===== config.mk =====
export PLATFORM = sky130hd
export DESIGN_NAME = fscr_top
export DESIGN_NICKNAME = d
export VERILOG_FILES = /design/src/inc/fscr_pkg.sv /design/src/hdl/fscr_serial.sv /design/src/hdl/fscr_top.sv
export VERILOG_INCLUDE_DIRS = /design/src /design/src/inc
export SDC_FILE = /design/constraint.sdc
export NUM_CORES = 1
export LEC_CHECK = 0
export BUFFER_PORTS_ARGS = -buffer_cell sky130_fd_sc_hd__buf_2
export CAP_MARGIN = 30
export CORE_AREA = 2 2 173 175
export CTS_CLUSTER_SIZE = 8
export DETAILED_ROUTE_END_ITERATION = 10
export DIE_AREA = 0 0 175 177
export PLACE_DENSITY = 0.66
export RECOVER_POWER = 50
export SYNTH_ARGS = -nofsm -noshare
export SYNTH_HDL_FRONTEND = slang
export SYNTH_SLANG_ARGS = --single-unit

===== constraint.sdc =====
create_clock -name sys_clk -period 2.7 [get_ports sys_clk]
set_clock_uncertainty 0.05 [all_clocks]
set_input_delay 0.135 -clock sys_clk [delete_from_list [all_inputs] [get_ports sys_clk]]
set_output_delay 0.135 -clock sys_clk [all_outputs]
set_load 0.1 [all_outputs]

===== src/inc/fscr_defs.svh =====
// Constants for the frame scrambler and descrambler
`ifndef FSCR_DEFS_SVH
`define FSCR_DEFS_SVH

// Widths of the shift state and the data word
`define FSCR_STATE_W 58
`define FSCR_WORD_W 32

// Tap positions, with state bits numbered 58 down to 1
`define FSCR_TAP_A 58
`define FSCR_TAP_B 39
`define FSCR_WORD_TAP_A 27
`define FSCR_WORD_TAP_B 8
`define FSCR_KEEP_TOP 26

// Seed value loaded by seed_load and by reset
`define FSCR_SEED_HI 26'h0294387
`define FSCR_SEED_LO 32'h98327338

// Clock period in ns
`define FSCR_CLK_PERIOD_NS 50

`endif


===== src/inc/fscr_pkg.sv =====
// Types and shared decoding for the frame scrambler and descrambler
`include "fscr_defs.svh"

package fscr_pkg;

    typedef logic [`FSCR_STATE_W:1] fscr_state_t;
    typedef logic [`FSCR_WORD_W-1:0] fscr_word_t;

    typedef enum {
        FSCR_SCRAMBLE,
        FSCR_DESCRAMBLE
    } fscr_mode_e;

    typedef enum {
        FSCR_HOLD,
        FSCR_SEED,
        FSCR_ADVANCE
    } fscr_step_e;

    // Seed wins over bypass; bypass alone freezes the state
    function automatic fscr_step_e fscr_step_of(logic seed_load, logic pass_through_ctl);
        fscr_step_e step;
        if (seed_load) begin
            step = FSCR_SEED;
        end else if (pass_through_ctl) begin
            step = FSCR_HOLD;
        end else begin
            step = FSCR_ADVANCE;
        end
        return step;
    endfunction

endpackage


===== src/hdl/fscr_serial.sv =====
// One-bit serial scrambler or descrambler engine
`timescale 1ns/100ps
`include "fscr_defs.svh"

module fscr_serial #(
    parameter fscr_pkg::fscr_mode_e MODE = fscr_pkg::FSCR_SCRAMBLE
) (
    // Clock and reset
    input wire logic sys_clk,
    input wire logic rstn,
    // Controls
    input wire logic seed_load,
    input wire logic pass_through_ctl,
    // Data
    input wire logic bit_in,
    output logic bit_out
);
    import fscr_pkg::*;

    ////////////////////////////////////////////////////////////////////////////////
    fscr_state_t state_reg;
    fscr_state_t state_next;
    logic mix_bit;
    logic feedback_bit;
    fscr_step_e step;

    assign step = fscr_step_of(seed_load, pass_through_ctl);

    // Output bit from the two top taps
    assign mix_bit = pass_through_ctl ? bit_in : (bit_in ^ state_reg[`FSCR_TAP_A] ^ state_reg[`FSCR_TAP_B]);

    // Descrambler feeds the line bit so it resynchronises by itself
    assign feedback_bit = (MODE == FSCR_SCRAMBLE) ? mix_bit : bit_in;

    ////////////////////////////////////////////////////////////////////////////////
    always_comb begin
        state_next = state_reg;
        unique case (step)
            FSCR_SEED: begin
                state_next = {`FSCR_SEED_HI, `FSCR_SEED_LO};
            end
            FSCR_ADVANCE: begin
                state_next = {state_reg[`FSCR_STATE_W-1:1], feedback_bit};
            end
            FSCR_HOLD: begin
                state_next = state_reg;
            end
        endcase
    end

    always_ff @(posedge sys_clk) begin
        if (!rstn) begin
            state_reg <= {`FSCR_SEED_HI, `FSCR_SEED_LO};
        end else begin
            state_reg <= state_next;
        end
    end

    // Registered so the top sees a flop on every output
    always_ff @(posedge sys_clk) begin
        if (!rstn) begin
            bit_out <= 1'b0;
        end else begin
            bit_out <= mix_bit;
        end
    end

endmodule


===== src/hdl/fscr_top.sv =====
// Frame scrambler and descrambler, 32-bit parallel and 1-bit serial paths
//
// Behaviour
// - The parallel engine keeps a 58-bit state and a 32-bit XOR network and takes one word per clock.
// - Output bit i is input bit i XOR state bit i+27 XOR state bit i+8, with state bits 58 down to 1.
// - On an advancing clock the new state bits 58 to 33 are the old state bits 26 to 1.
// - On an advancing clock the new state bits 32 to 1 are the feedback word, scrambled output or received input.
// - Seed load sets the upper 26 state bits to 0x00294387 and the lower 32 to 0x98327338.
// - Under bypass the input goes to the output with no XOR applied.
// - Under bypass without seed load the state is held.
// - Seed load wins over the update and reloads even in bypass; the state advances only with neither active.
// - The polynomial used is x^58 + x^39 + 1.
// - The serial variant makes each output bit as input XOR state bit 58 XOR state bit 39, one bit per clock.
// - The serial scrambler shifts the state up one, inserts the output bit at the bottom and drops bit 58.
// - The serial descrambler shifts the same way but inserts the received input bit.
`timescale 1ns/100ps
`include "fscr_defs.svh"

module fscr_top (
    // Clock and reset
    input wire logic sys_clk,
    input wire logic rstn,
    // Parallel scrambler
    input wire logic tx_seed_load,
    input wire logic tx_pass_through_ctl,
    input wire fscr_pkg::fscr_word_t tx_word_in,
    output fscr_pkg::fscr_word_t tx_word_out,
    // Parallel descrambler
    input wire logic rx_seed_load,
    input wire logic rx_pass_through_ctl,
    input wire fscr_pkg::fscr_word_t rx_word_in,
    output fscr_pkg::fscr_word_t rx_word_out,
    // Serial scrambler
    input wire logic tx_bit_seed_load,
    input wire logic tx_bit_pass_through_ctl,
    input wire logic tx_bit_in,
    output logic tx_bit_out,
    // Serial descrambler
    input wire logic rx_bit_seed_load,
    input wire logic rx_bit_pass_through_ctl,
    input wire logic rx_bit_in,
    output logic rx_bit_out
);
    import fscr_pkg::*;

    ////////////////////////////////////////////////////////////////////////////////
    // Shared XOR network for both parallel paths
    function automatic fscr_word_t fscr_xor_tree(fscr_word_t din, fscr_state_t s);
        fscr_word_t r;
        r = din;
        for (int i = 0; i < `FSCR_WORD_W; i++) begin
            r[i] = din[i] ^ s[i+`FSCR_WORD_TAP_A] ^ s[i+`FSCR_WORD_TAP_B];
        end
        return r;
    endfunction

    // Next state for an advancing clock
    function automatic fscr_state_t fscr_shift_word(fscr_state_t s, fscr_word_t fb);
        return {s[`FSCR_KEEP_TOP:1], fb};
    endfunction

    ////////////////////////////////////////////////////////////////////////////////
    // Parallel scrambler
    fscr_state_t tx_state_reg;
    fscr_state_t tx_state_next;
    fscr_word_t tx_mix;
    fscr_step_e tx_step;

    assign tx_step = fscr_step_of(tx_seed_load, tx_pass_through_ctl);
    assign tx_mix = tx_pass_through_ctl ? tx_word_in : fscr_xor_tree(tx_word_in, tx_state_reg);

    always_comb begin
        tx_state_next = tx_state_reg;
        unique case (tx_step)
            FSCR_SEED: begin
                tx_state_next = {`FSCR_SEED_HI, `FSCR_SEED_LO};
            end
            FSCR_ADVANCE: begin
                // Scrambler feeds back its own output word
                tx_state_next = fscr_shift_word(tx_state_reg, tx_mix);
            end
            FSCR_HOLD: begin
                tx_state_next = tx_state_reg;
            end
        endcase
    end

    always_ff @(posedge sys_clk) begin
        if (!rstn) begin
            tx_state_reg <= {`FSCR_SEED_HI, `FSCR_SEED_LO};
        end else begin
            tx_state_reg <= tx_state_next;
        end
    end

    // Output flop adds one cycle of latency to keep ports glitch free
    always_ff @(posedge sys_clk) begin
        if (!rstn) begin
            tx_word_out <= 32'h00000000;
        end else begin
            tx_word_out <= tx_mix;
        end
    end

    ////////////////////////////////////////////////////////////////////////////////
    // Parallel descrambler
    fscr_state_t rx_state_reg;
    fscr_state_t rx_state_next;
    fscr_word_t rx_mix;
    fscr_step_e rx_step;

    assign rx_step = fscr_step_of(rx_seed_load, rx_pass_through_ctl);
    assign rx_mix = rx_pass_through_ctl ? rx_word_in : fscr_xor_tree(rx_word_in, rx_state_reg);

    always_comb begin
        rx_state_next = rx_state_reg;
        unique case (rx_step)
            FSCR_SEED: begin
                rx_state_next = {`FSCR_SEED_HI, `FSCR_SEED_LO};
            end
            FSCR_ADVANCE: begin
                // Line word feeds back, so a bit error spreads only to three outputs
                rx_state_next = fscr_shift_word(rx_state_reg, rx_word_in);
            end
            FSCR_HOLD: begin
                rx_state_next = rx_state_reg;
            end
        endcase
    end

    always_ff @(posedge sys_clk) begin
        if (!rstn) begin
            rx_state_reg <= {`FSCR_SEED_HI, `FSCR_SEED_LO};
        end else begin
            rx_state_reg <= rx_state_next;
        end
    end

    always_ff @(posedge sys_clk) begin
        if (!rstn) begin
            rx_word_out <= 32'h00000000;
        end else begin
            rx_word_out <= rx_mix;
        end
    end

    ////////////////////////////////////////////////////////////////////////////////
    // Serial paths
    fscr_serial #(
        .MODE(FSCR_SCRAMBLE)
    ) u_tx_serial (
        .sys_clk(sys_clk),
        .rstn(rstn),
        .seed_load(tx_bit_seed_load),
        .pass_through_ctl(tx_bit_pass_through_ctl),
        .bit_in(tx_bit_in),
        .bit_out(tx_bit_out)
    );

    fscr_serial #(
        .MODE(FSCR_DESCRAMBLE)
    ) u_rx_serial (
        .sys_clk(sys_clk),
        .rstn(rstn),
        .seed_load(rx_bit_seed_load),
        .pass_through_ctl(rx_bit_pass_through_ctl),
        .bit_in(rx_bit_in),
        .bit_out(rx_bit_out)
    );

endmodule


### Word-level counts from Yosys, hierarchy flattened

Index checks and enable logic that the tools add are counted.
Widths: inputs -> output; s select.

| storage, ports and cells | value |
|---|---|
| bits in registers | 298 |
| input port bits | 76 |
| output and inout port bits | 66 |
| word-level logic and storage cells | 168 |

| operators by class | value |
|---|---|
| eq/ne operators | 8 |
| muxes and demuxes | 16 |
| bitwise gates (word level) | 132 |
| reduce and logical (&&, ||, !) cells | 4 |

Operators by type and width:

| cell | count |
|---|---|
| $pmux 58 s2 | 4 |
| $xor 1x1->1 | 132 |
| $eq 32x1->1 const B | 4 |
| $eq 32x2->1 const B | 4 |
| $logic_not 32->1 | 4 |
| $mux 32 | 4 |
| $mux 2 | 6 |
| $mux 1 | 2 |

### Longest topological paths before layout

Gate-level depths: netlist of run 1.

| depth | value |
|---|---|
| depth in word-level cells | 4 |
| gate-level depth with buffers | 5 |
| depth with buffers taken out | 3 |

### Cells and area by module

From an unflattened synthesis of run 1, not the netlist that was laid out.

| second synthesis, totals | value |
|---|---|
| cell total of the unflattened synthesis | 1,170 |
| area total of the unflattened synthesis | 11,624.9 um^2 |

By module, submodules not included:

| module | instances | cells an instance | area each (um^2) | sequential area each (um^2) |
|---|---|---|---|---|
| fscr_top | 1 | 778 | 7,407.1 | 3,603.5 |
| fscr_serial (u_rx_serial) | 1 | 195 | 2,112.0 | 1,181.1 |
| fscr_serial (u_tx_serial) | 1 | 197 | 2,105.8 | 1,181.1 |

### Worst setup path before layout of run 1

OpenSTA, ideal clock, no wires.

| timing path | value |
|---|---|
| kind | input -> register |
| start point | in tx_pass_through_ctl |
| end point | reg tx_state_reg[34] |
| library setup time | 119 ps |
| arrival time | 954 ps |
| data required time | 2,531 ps |
| slack | 1,577 ps |
| cell stages on the path | 5 |
| buffers on the path | 3 |
| path through | buf_2 -> buf_2 -> buf_2 -> mux2i_1 -> nand2_1 |

| on the way | value |
|---|---|
| cells in the longest elaborated chain, start to end | 4 |
| elaborated cells between the ends (all ways) | 6 |
| those cells by class | eq/ne (2); mux (3); reduce/logical (1) |

RTL lines:

| what | line | source |
|---|---|---|
| from (decl) | fscr_top.sv:25 | `input wire logic tx_pass_through_ctl,` |
| $mux 2 (*) | fscr_pkg.sv:25 | `end else if (pass_through_ctl) begin` |
| $mux 2 (*) | fscr_pkg.sv:23 | `if (seed_load) begin` |
| $eq 32x2->1 or $eq 32x1->1 (tied branches) | fscr_top.sv:74 | `unique case (tx_step)` |
| $pmux 58 s2 | fscr_top.sv:74 |  |
| to (signal assigned) | fscr_top.sv:90 | `` tx_state_reg <= {`FSCR_SEED_HI, `FSCR_SEED_LO}; `` |
| to (signal assigned) | fscr_top.sv:92 | `tx_state_reg <= tx_state_next;` |
| to (decl) | fscr_top.sv:64 | `fscr_state_t tx_state_reg;` |

Mark *: on every way between the ends. The rest lies on a longest branch, timed or not.
A chain may end at the register's enable or synchronous reset.

### Worst setup path after layout of run 1

| timing path | value |
|---|---|
| start point | in rx_pass_through_ctl |
| end point | reg rx_word_out[31] |

| on the way | value |
|---|---|
| cells in the longest elaborated chain, start to end | 1 |

RTL lines:

| what | line | source |
|---|---|---|
| from (decl) | fscr_top.sv:30 | `input wire logic rx_pass_through_ctl,` |
| $mux 32 | fscr_top.sv:113 | `assign rx_mix = rx_pass_through_ctl ? rx_word_in : fscr_xor_tree(rx_word_in, rx_state_reg);` |
| to (signal assigned) | fscr_top.sv:143 | `rx_word_out <= rx_mix;` |
| to (decl) | fscr_top.sv:32 | `output fscr_pkg::fscr_word_t rx_word_out,` |

Every way passes these cells.

==> impl_metrics.csv, run 1 <==
group,metric,value,unit
yosys,yosysSeqAreaShare,0.516,
yosys,synth_edf_count,0,
critical_path,crit_chain,"clkbuf_2 -> clkbuf_1 -> o21ai_0 -> a21oi_1",
routing,drt_iter0_drc,430,
cells_and_area,area_growth,24.0,%
routing,wl_per_cell,13.8,um
critical_path,crit_arrival,2500,ps
timing,setup_tns,0,ps
global_route,grt_util_all_layers,0.153,
global_route,grt_max_degree,112,
status,failed_checks,"max-capacitance violations",
yosys,synth_flop_cell,"dfxtp_1",
placement,dpl.hpwl,15.1,mm
routing,dr.pass1.iters,6,
placement,port_buffers,141,
global_route,grt_overflow,0,
timing,max_freq,478,MHz
cells_and_area,multi_input_area,0.00519,sq mm
yosys,synth_seq_cells,298,
floorplanning,die_w,175,um
floorplanning,die_area,0.0310,sq mm
cells_and_area,seq_area,0.00597,sq mm
timing,hold_violations,0,
cells_and_area,nets,1435,
yosys,synth.avg_cell_area,9.88,sq um
timing,slew_headroom,0.00638,
clock_tree,cts_tree,"built",
critical_path,startpoint_type,"primary input",
clock_tree,cts_num_sinks,298,
job,drv_cap,1,
critical_path,critPathBufInv,2,
clock_tree,cts.clk_slew.worst_paths,50,ps
cells_and_area,nFillCells,2677,
routing,drc_errors,0,
routing,totalWireLength,24.2,mm
critical_path,required,3110,ps
clock_tree,clock_latency,530,ps
clock_tree,cts_made_buffers,43,
critical_path,crit_path_max_incr_delay,1020,ps
routing,drtAntennaViolNets,0,
floorplanning,io_pins,142,
power_and_ir_drop,power_leakage,5.96,nW
status,status,"finished with violations",
yosys,yosysTopAreaCellShare,0.516,
yosys,async_flop_share,0,
routing,vias_per_cell,4.94,
cells_and_area,insertedDiodeCount,0,
timing,tightest_slew,1490,ps
min_path,hp-class,"primary input to flop",
cells_and_area,drive_above_1_share,0.148,
critical_path,worstSetupPathType,"primary input to flop",
critical_path,cpLargestDelayFamily,"buffers and inverters",
global_route,grt_pass1_vias,8202,
power_and_ir_drop,post-layout-total-power,0.0106,W
power_and_ir_drop,power.density,743,mW/mm^2
global_route,antenna_found_initial,0,
global_route,grt_first_pass_wirelength,39.6,mm
yosys,yosysWarnings,0,
yosys,synthCells,1169,
clock_tree,clockBufferDepth,3,
floorplanning,die_h,177,um
floorplanning,core_area,0.0292,sq mm
timing,rsz0062_at_grt,"false",
yosys,ys_top_cells_by_count,"dfxtp_1 (298), mux2i_1 (199), nor2_1 (119)",
yosys,synth.largest_area_cell,"dfxtp_1",
yosys,yosysMostFrequentCell,"dfxtp_1",
timing,setup_viol,0,
yosys,synthTopCellsByArea,"dfxtp_1 (52%), mux2i_1 (17%), xnor2_1 (5.0%), nor2_1 (3.9%), or3_1 (3.6%)",
timing,finalMaxSlewViolations,0,
routing,vias,8647,
critical_path,critPathSlowestCell,"clkbuf_1",
yosys,syn_area,0.0116,sq mm
critical_path,cp_max_fo,55,
yosys,ys_types,21,
timing,period_needed,2090,ps
yosys,syn_nets,1245,
power_and_ir_drop,worst_ir_drop_vdd,0.000407,V
critical_path,crit_path_end_kind,"flop",
floorplanning,num_rows,63,
floorplanning,start_util,0.395,
placement,gp_congestion,0.741,
timing,fin_crit_sh,0.774,
clock_tree,htree_levels,2,
clock_tree,root_buffer,"clkbuf_16",
==> routing by layer <==
| metal | share of wire | GRT usage |
|---|---|---|
| met1 | 0.47 | 0.197 |
| met4 | 0.022 | 0.0465 |
| met2 | 0.46 | 0.260 |
| met3 | 0.047 | 0.0296 |
| met5 | 0 | 0 |
==> layout make-up <==
class | count | area share
clock buffer | 44 | 0.0754
sequential | 298 | 0.416
clock inverter | 4 | 0.00393
tap | 390 | 0.0341
multi-input combinational | 788 | 0.362
timing repair buffer | 227 | 0.108
inverter | 1 | 0.000262
==> cell families (layout without fill, tap and decap cells) <==
| kind of cell | count (synthesis) | after routing | synth area share |
|---|---|---|---|
| and+or+nand+nor | 377 | 377 | 0.163 |
| DFF | 298 | 298 | 0.516 |
| muxes | 199 | 199 | 0.172 |
| AOI/OAI and AO/OA | 146 | 146 | 0.0632 |
| buffers and inverters | 83 | 276 | 0.0351 |
| xor gates and xnor gates | 66 | 66 | 0.0500 |
==> final timing paths <==
check | startpoint | end | slack [ps] | cells after the start
hold / removal | rx_seed_load | rx_state_reg[31] | 30 | 4
hold reg to reg | u_rx_serial.state_reg[33] | u_rx_serial.state_reg[34] | 410 | 2
setup reg to reg | tx_state_reg[33] | tx_word_out[26] | 1380 | 3
setup / recovery | rx_pass_through_ctl | rx_word_out[31] | 610 | 4
==> where the power goes <==
part / switching [W] / internal, W
Sequential: 0.0000957 / 0.00458
Clock: 0.00181 / 0.00282
Combinational: 0.000922 / 0.000413
Total: 0.00283 / 0.00782
==> layout by cell type, fill, tap and decap left out, drive strengths merged <==
cell type,instances
dlygate4sd3,68
dfxtp,298
nand2b,4
nand3b,14
nand3,52
mux2i,199
clkinvlp,1
o21ai,66
nor2,119
nor2b,2
nand4b,19
a21oi,80
buf,151
clkbuf,52
inv,4
or4,19
xnor2,66
nand2,82
or3,66
==> metrics by stage <==
step	instance area (sq um)	worst slack (ps)	util	hold slack, ps	cells
after floorplan	11600	1580	-	210	1169
after global placement	12500	932	0.428	319	1636
after detailed placement	12500	894	0.428	328	1636
after CTS	14300	891	0.491	7.54	1752
after global routing	14300	407	0.490	40.5	1752
final	14300	610	0.490	26.0	1752
==> worst register-to-register path, cell delays in order, from the launching register on <==
cell and delay [ps]:
dfxtp_1 380, xnor2_1 130, or3_1 310, a21oi_1 310
==> timing repair <==
| action | CTS | global route |
|---|---|---|
| hold buffers | 68 | 0 |
| gates resized for setup | 0 | 0 |
| endpoints found under the hold margin | 148 | 0 |
| setup buffers | 0 | 0 |
(Power assumes the default switching activity.)
==> run 2: changes to the inputs <==
clock period = 2.2 ns   (was 2.7 ns; I/O delays follow)
==> run 2 against run 1 <==
The run ends with max-capacitance violations, max-slew violations left. Critical path depth increased by 1. Non-clock buffer count increased by 9. Global-route usage increased by 0.16 points. Final area increased by 0.17%. Clock power increased by 23%. Die area unchanged. Final cell count increased by 0.46%. Highest routed layer unchanged. Sequential power increased by 23%.
==> impl_metrics.csv, run 2 (synthesis results as in run 1) <==
group,metric,value,unit
power_and_ir_drop,clkPwrFrac,0.436,
floorplanning,die_area,0.0310,sq mm
floorplanning,num_rows,63,
cells_and_area,mostFrequentLayoutCell,"dfxtp_1",
placement,gp_congestion,0.768,
timing,period_needed,1750,ps
timing,rsz0062_at_grt,"false",
timing,setup_tns,0,ps
critical_path,critPathSlowestCell,"clkbuf_2",
power_and_ir_drop,worst_ir_drop_vdd,0.000528,V
critical_path,cpLargestDelayFamily,"buffers and inverters",
routing,drc_errors,0,
clock_tree,ctsResizeCount,0,
critical_path,critPathBufInv,3,
global_route,grt_overflow,0,
routing,drt_iter0_drc,369,
cells_and_area,nFillCells,2690,
clock_tree,cts_tree,"built",
timing,finalMaxSlewViolations,35,
routing,totalWireLength,24.4,mm
critical_path,crit_path_end_kind,"flop",
power_and_ir_drop,power.density,912,mW/mm^2
cells_and_area,drive_above_1_share,0.151,
floorplanning,start_util,0.395,
critical_path,crit_path_max_incr_delay,840,ps
timing,tightest_slew,1630,ps
clock_tree,clockBufferDepth,3,
critical_path,cp_max_fo,33,
timing,holdWs,128,ps
cells_and_area,insertedDiodeCount,0,
routing,drtAntennaViolNets,0,
clock_tree,cts_num_sinks,298,
job,drv_cap,1,
floorplanning,die_h,177,um
global_route,grt_max_degree,59,
timing,fin_crit_sh,0.797,
timing,slew_headroom,-0.0836,
status,failed_checks,"max-capacitance violations, max-slew violations",
critical_path,required,2520,ps
critical_path,crit_chain,"dlygate4sd3_1 -> buf_2 -> clkbuf_2 -> mux2i_1 -> nand2_1",
timing,setup_viol,0,
power_and_ir_drop,p_switching,0.00349,W
routing,dr.pass1.iters,6,
timing,max_freq,570,MHz
floorplanning,die_w,175,um
critical_path,worstSetupPathType,"primary input to flop",
power_and_ir_drop,power_leakage,5.98,nW
timing,setup_slack,446,ps
timing,hold_violations,0,
cells_and_area,nets,1444,
clock_tree,cts_made_buffers,43,
global_route,grt_util_all_layers,0.155,
power_and_ir_drop,post-layout-total-power,0.0131,W
cells_and_area,instances_no_fill,1760,
floorplanning,io_pins,142,
global_route,grt_pass1_vias,8237,
floorplanning,core_area,0.0292,sq mm
power_and_ir_drop,comb_power_share,0.125,
cells_and_area,layout_common_cells,"dfxtp_1 (298), mux2i_1 (199), buf_2 (137)",
min_path,hp-class,"primary input to flop",
placement,dpl.hpwl,15.6,mm
power_and_ir_drop,p_int,0.00959,W
cells_and_area,area_growth,24.2,%
placement,port_buffers,141,
global_route,grt_first_pass_wirelength,39.9,mm
clock_tree,cts.clk_slew.worst_paths,50,ps
critical_path,startpoint_type,"primary input",
routing,wl_per_cell,13.9,um
routing,vias,8723,
routing,vias_per_cell,4.96,
clock_tree,clock_latency,520,ps
placement,pre_cts_slack,618,ps
power_and_ir_drop,p_sw_frac,0.267,
power_and_ir_drop,seq_power_share,0.439,
global_route,antenna_found_initial,0,
clock_tree,root_buffer,"clkbuf_16",
critical_path,crit_arrival,2080,ps
placement,dp_cells,1643,
status,status,"finished with violations",
clock_tree,htree_levels,2,
## run 2: cell count changes in the layout (fill, tap and decap cells not counted), sizes merged
cell and delta:
buf +2, clkinv +1, clkbuf +4, clkinvlp -1, dlygate4sd3 +2
## run 2: timing repair
action / 4_1_cts / 5_1_grt
hold buffers: 70 / 0
setup buffers: 0 / 0
setup endpoints to repair: 0 / 0
hold endpoints to repair: 156 / 0
## run 2: metal layers
metal  global-route usage  wire [um]
met5                    0          0
met4               0.0469        466
met3               0.0294       1200
met2                0.261      11400
met1                0.201      11400
## run 2: area by class of cell
class                   count  area (sq um)  area share
clock buffers              43          1080      0.0750
clock inverters             4          57.6     0.00401
inverters                   1          3.75    0.000262
multi-input cells         788          5180       0.361
flip-flops and latches    298          5970       0.416
well taps                 390           488      0.0340
repair buffers            236          1570       0.110
## run 2: worst paths after layout
check	startpoint	to	slack (ps)	cells after the start
worst min register to register	u_rx_serial.state_reg[11]	u_rx_serial.state_reg[12]	410	2
worst max-delay path	tx_bit_pass_through_ctl	u_tx_serial.state_reg[48]	450	5
worst max register to register	u_tx_serial.state_reg[57]	u_tx_serial.bit_out	670	4
worst min-delay path	rx_pass_through_ctl	rx_state_reg[32]	130	3
## run 2: worst reg2reg max path, delay by kind of cell, from the launching register on
kind | cells | cell delay, ps
xor gates and xnor gates | 1 | 290
buffers and inverters | 1 | 570
AOI/OAI and AO/OA | 2 | 240
DFF | 1 | 320
## run 2: power groups by stage
stage               clock (W)  combinational (W)  sequential (W)
finish                0.00570            0.00163         0.00575
global route          0.00609            0.00175         0.00576
CTS                   0.00583            0.00166         0.00575
detailed placement          0            0.00155         0.00585
global placement            0            0.00153         0.00585
floorplan                   0           0.000644         0.00641
## run 2: per-stage QoR
stage | utilization | instance area, sq um
final | 0.491 | 14300
after global placement | 0.431 | 12600
after detailed placement | 0.431 | 12600
after CTS | 0.493 | 14400
after floorplan | - | 11600
after global routing | 0.491 | 14300
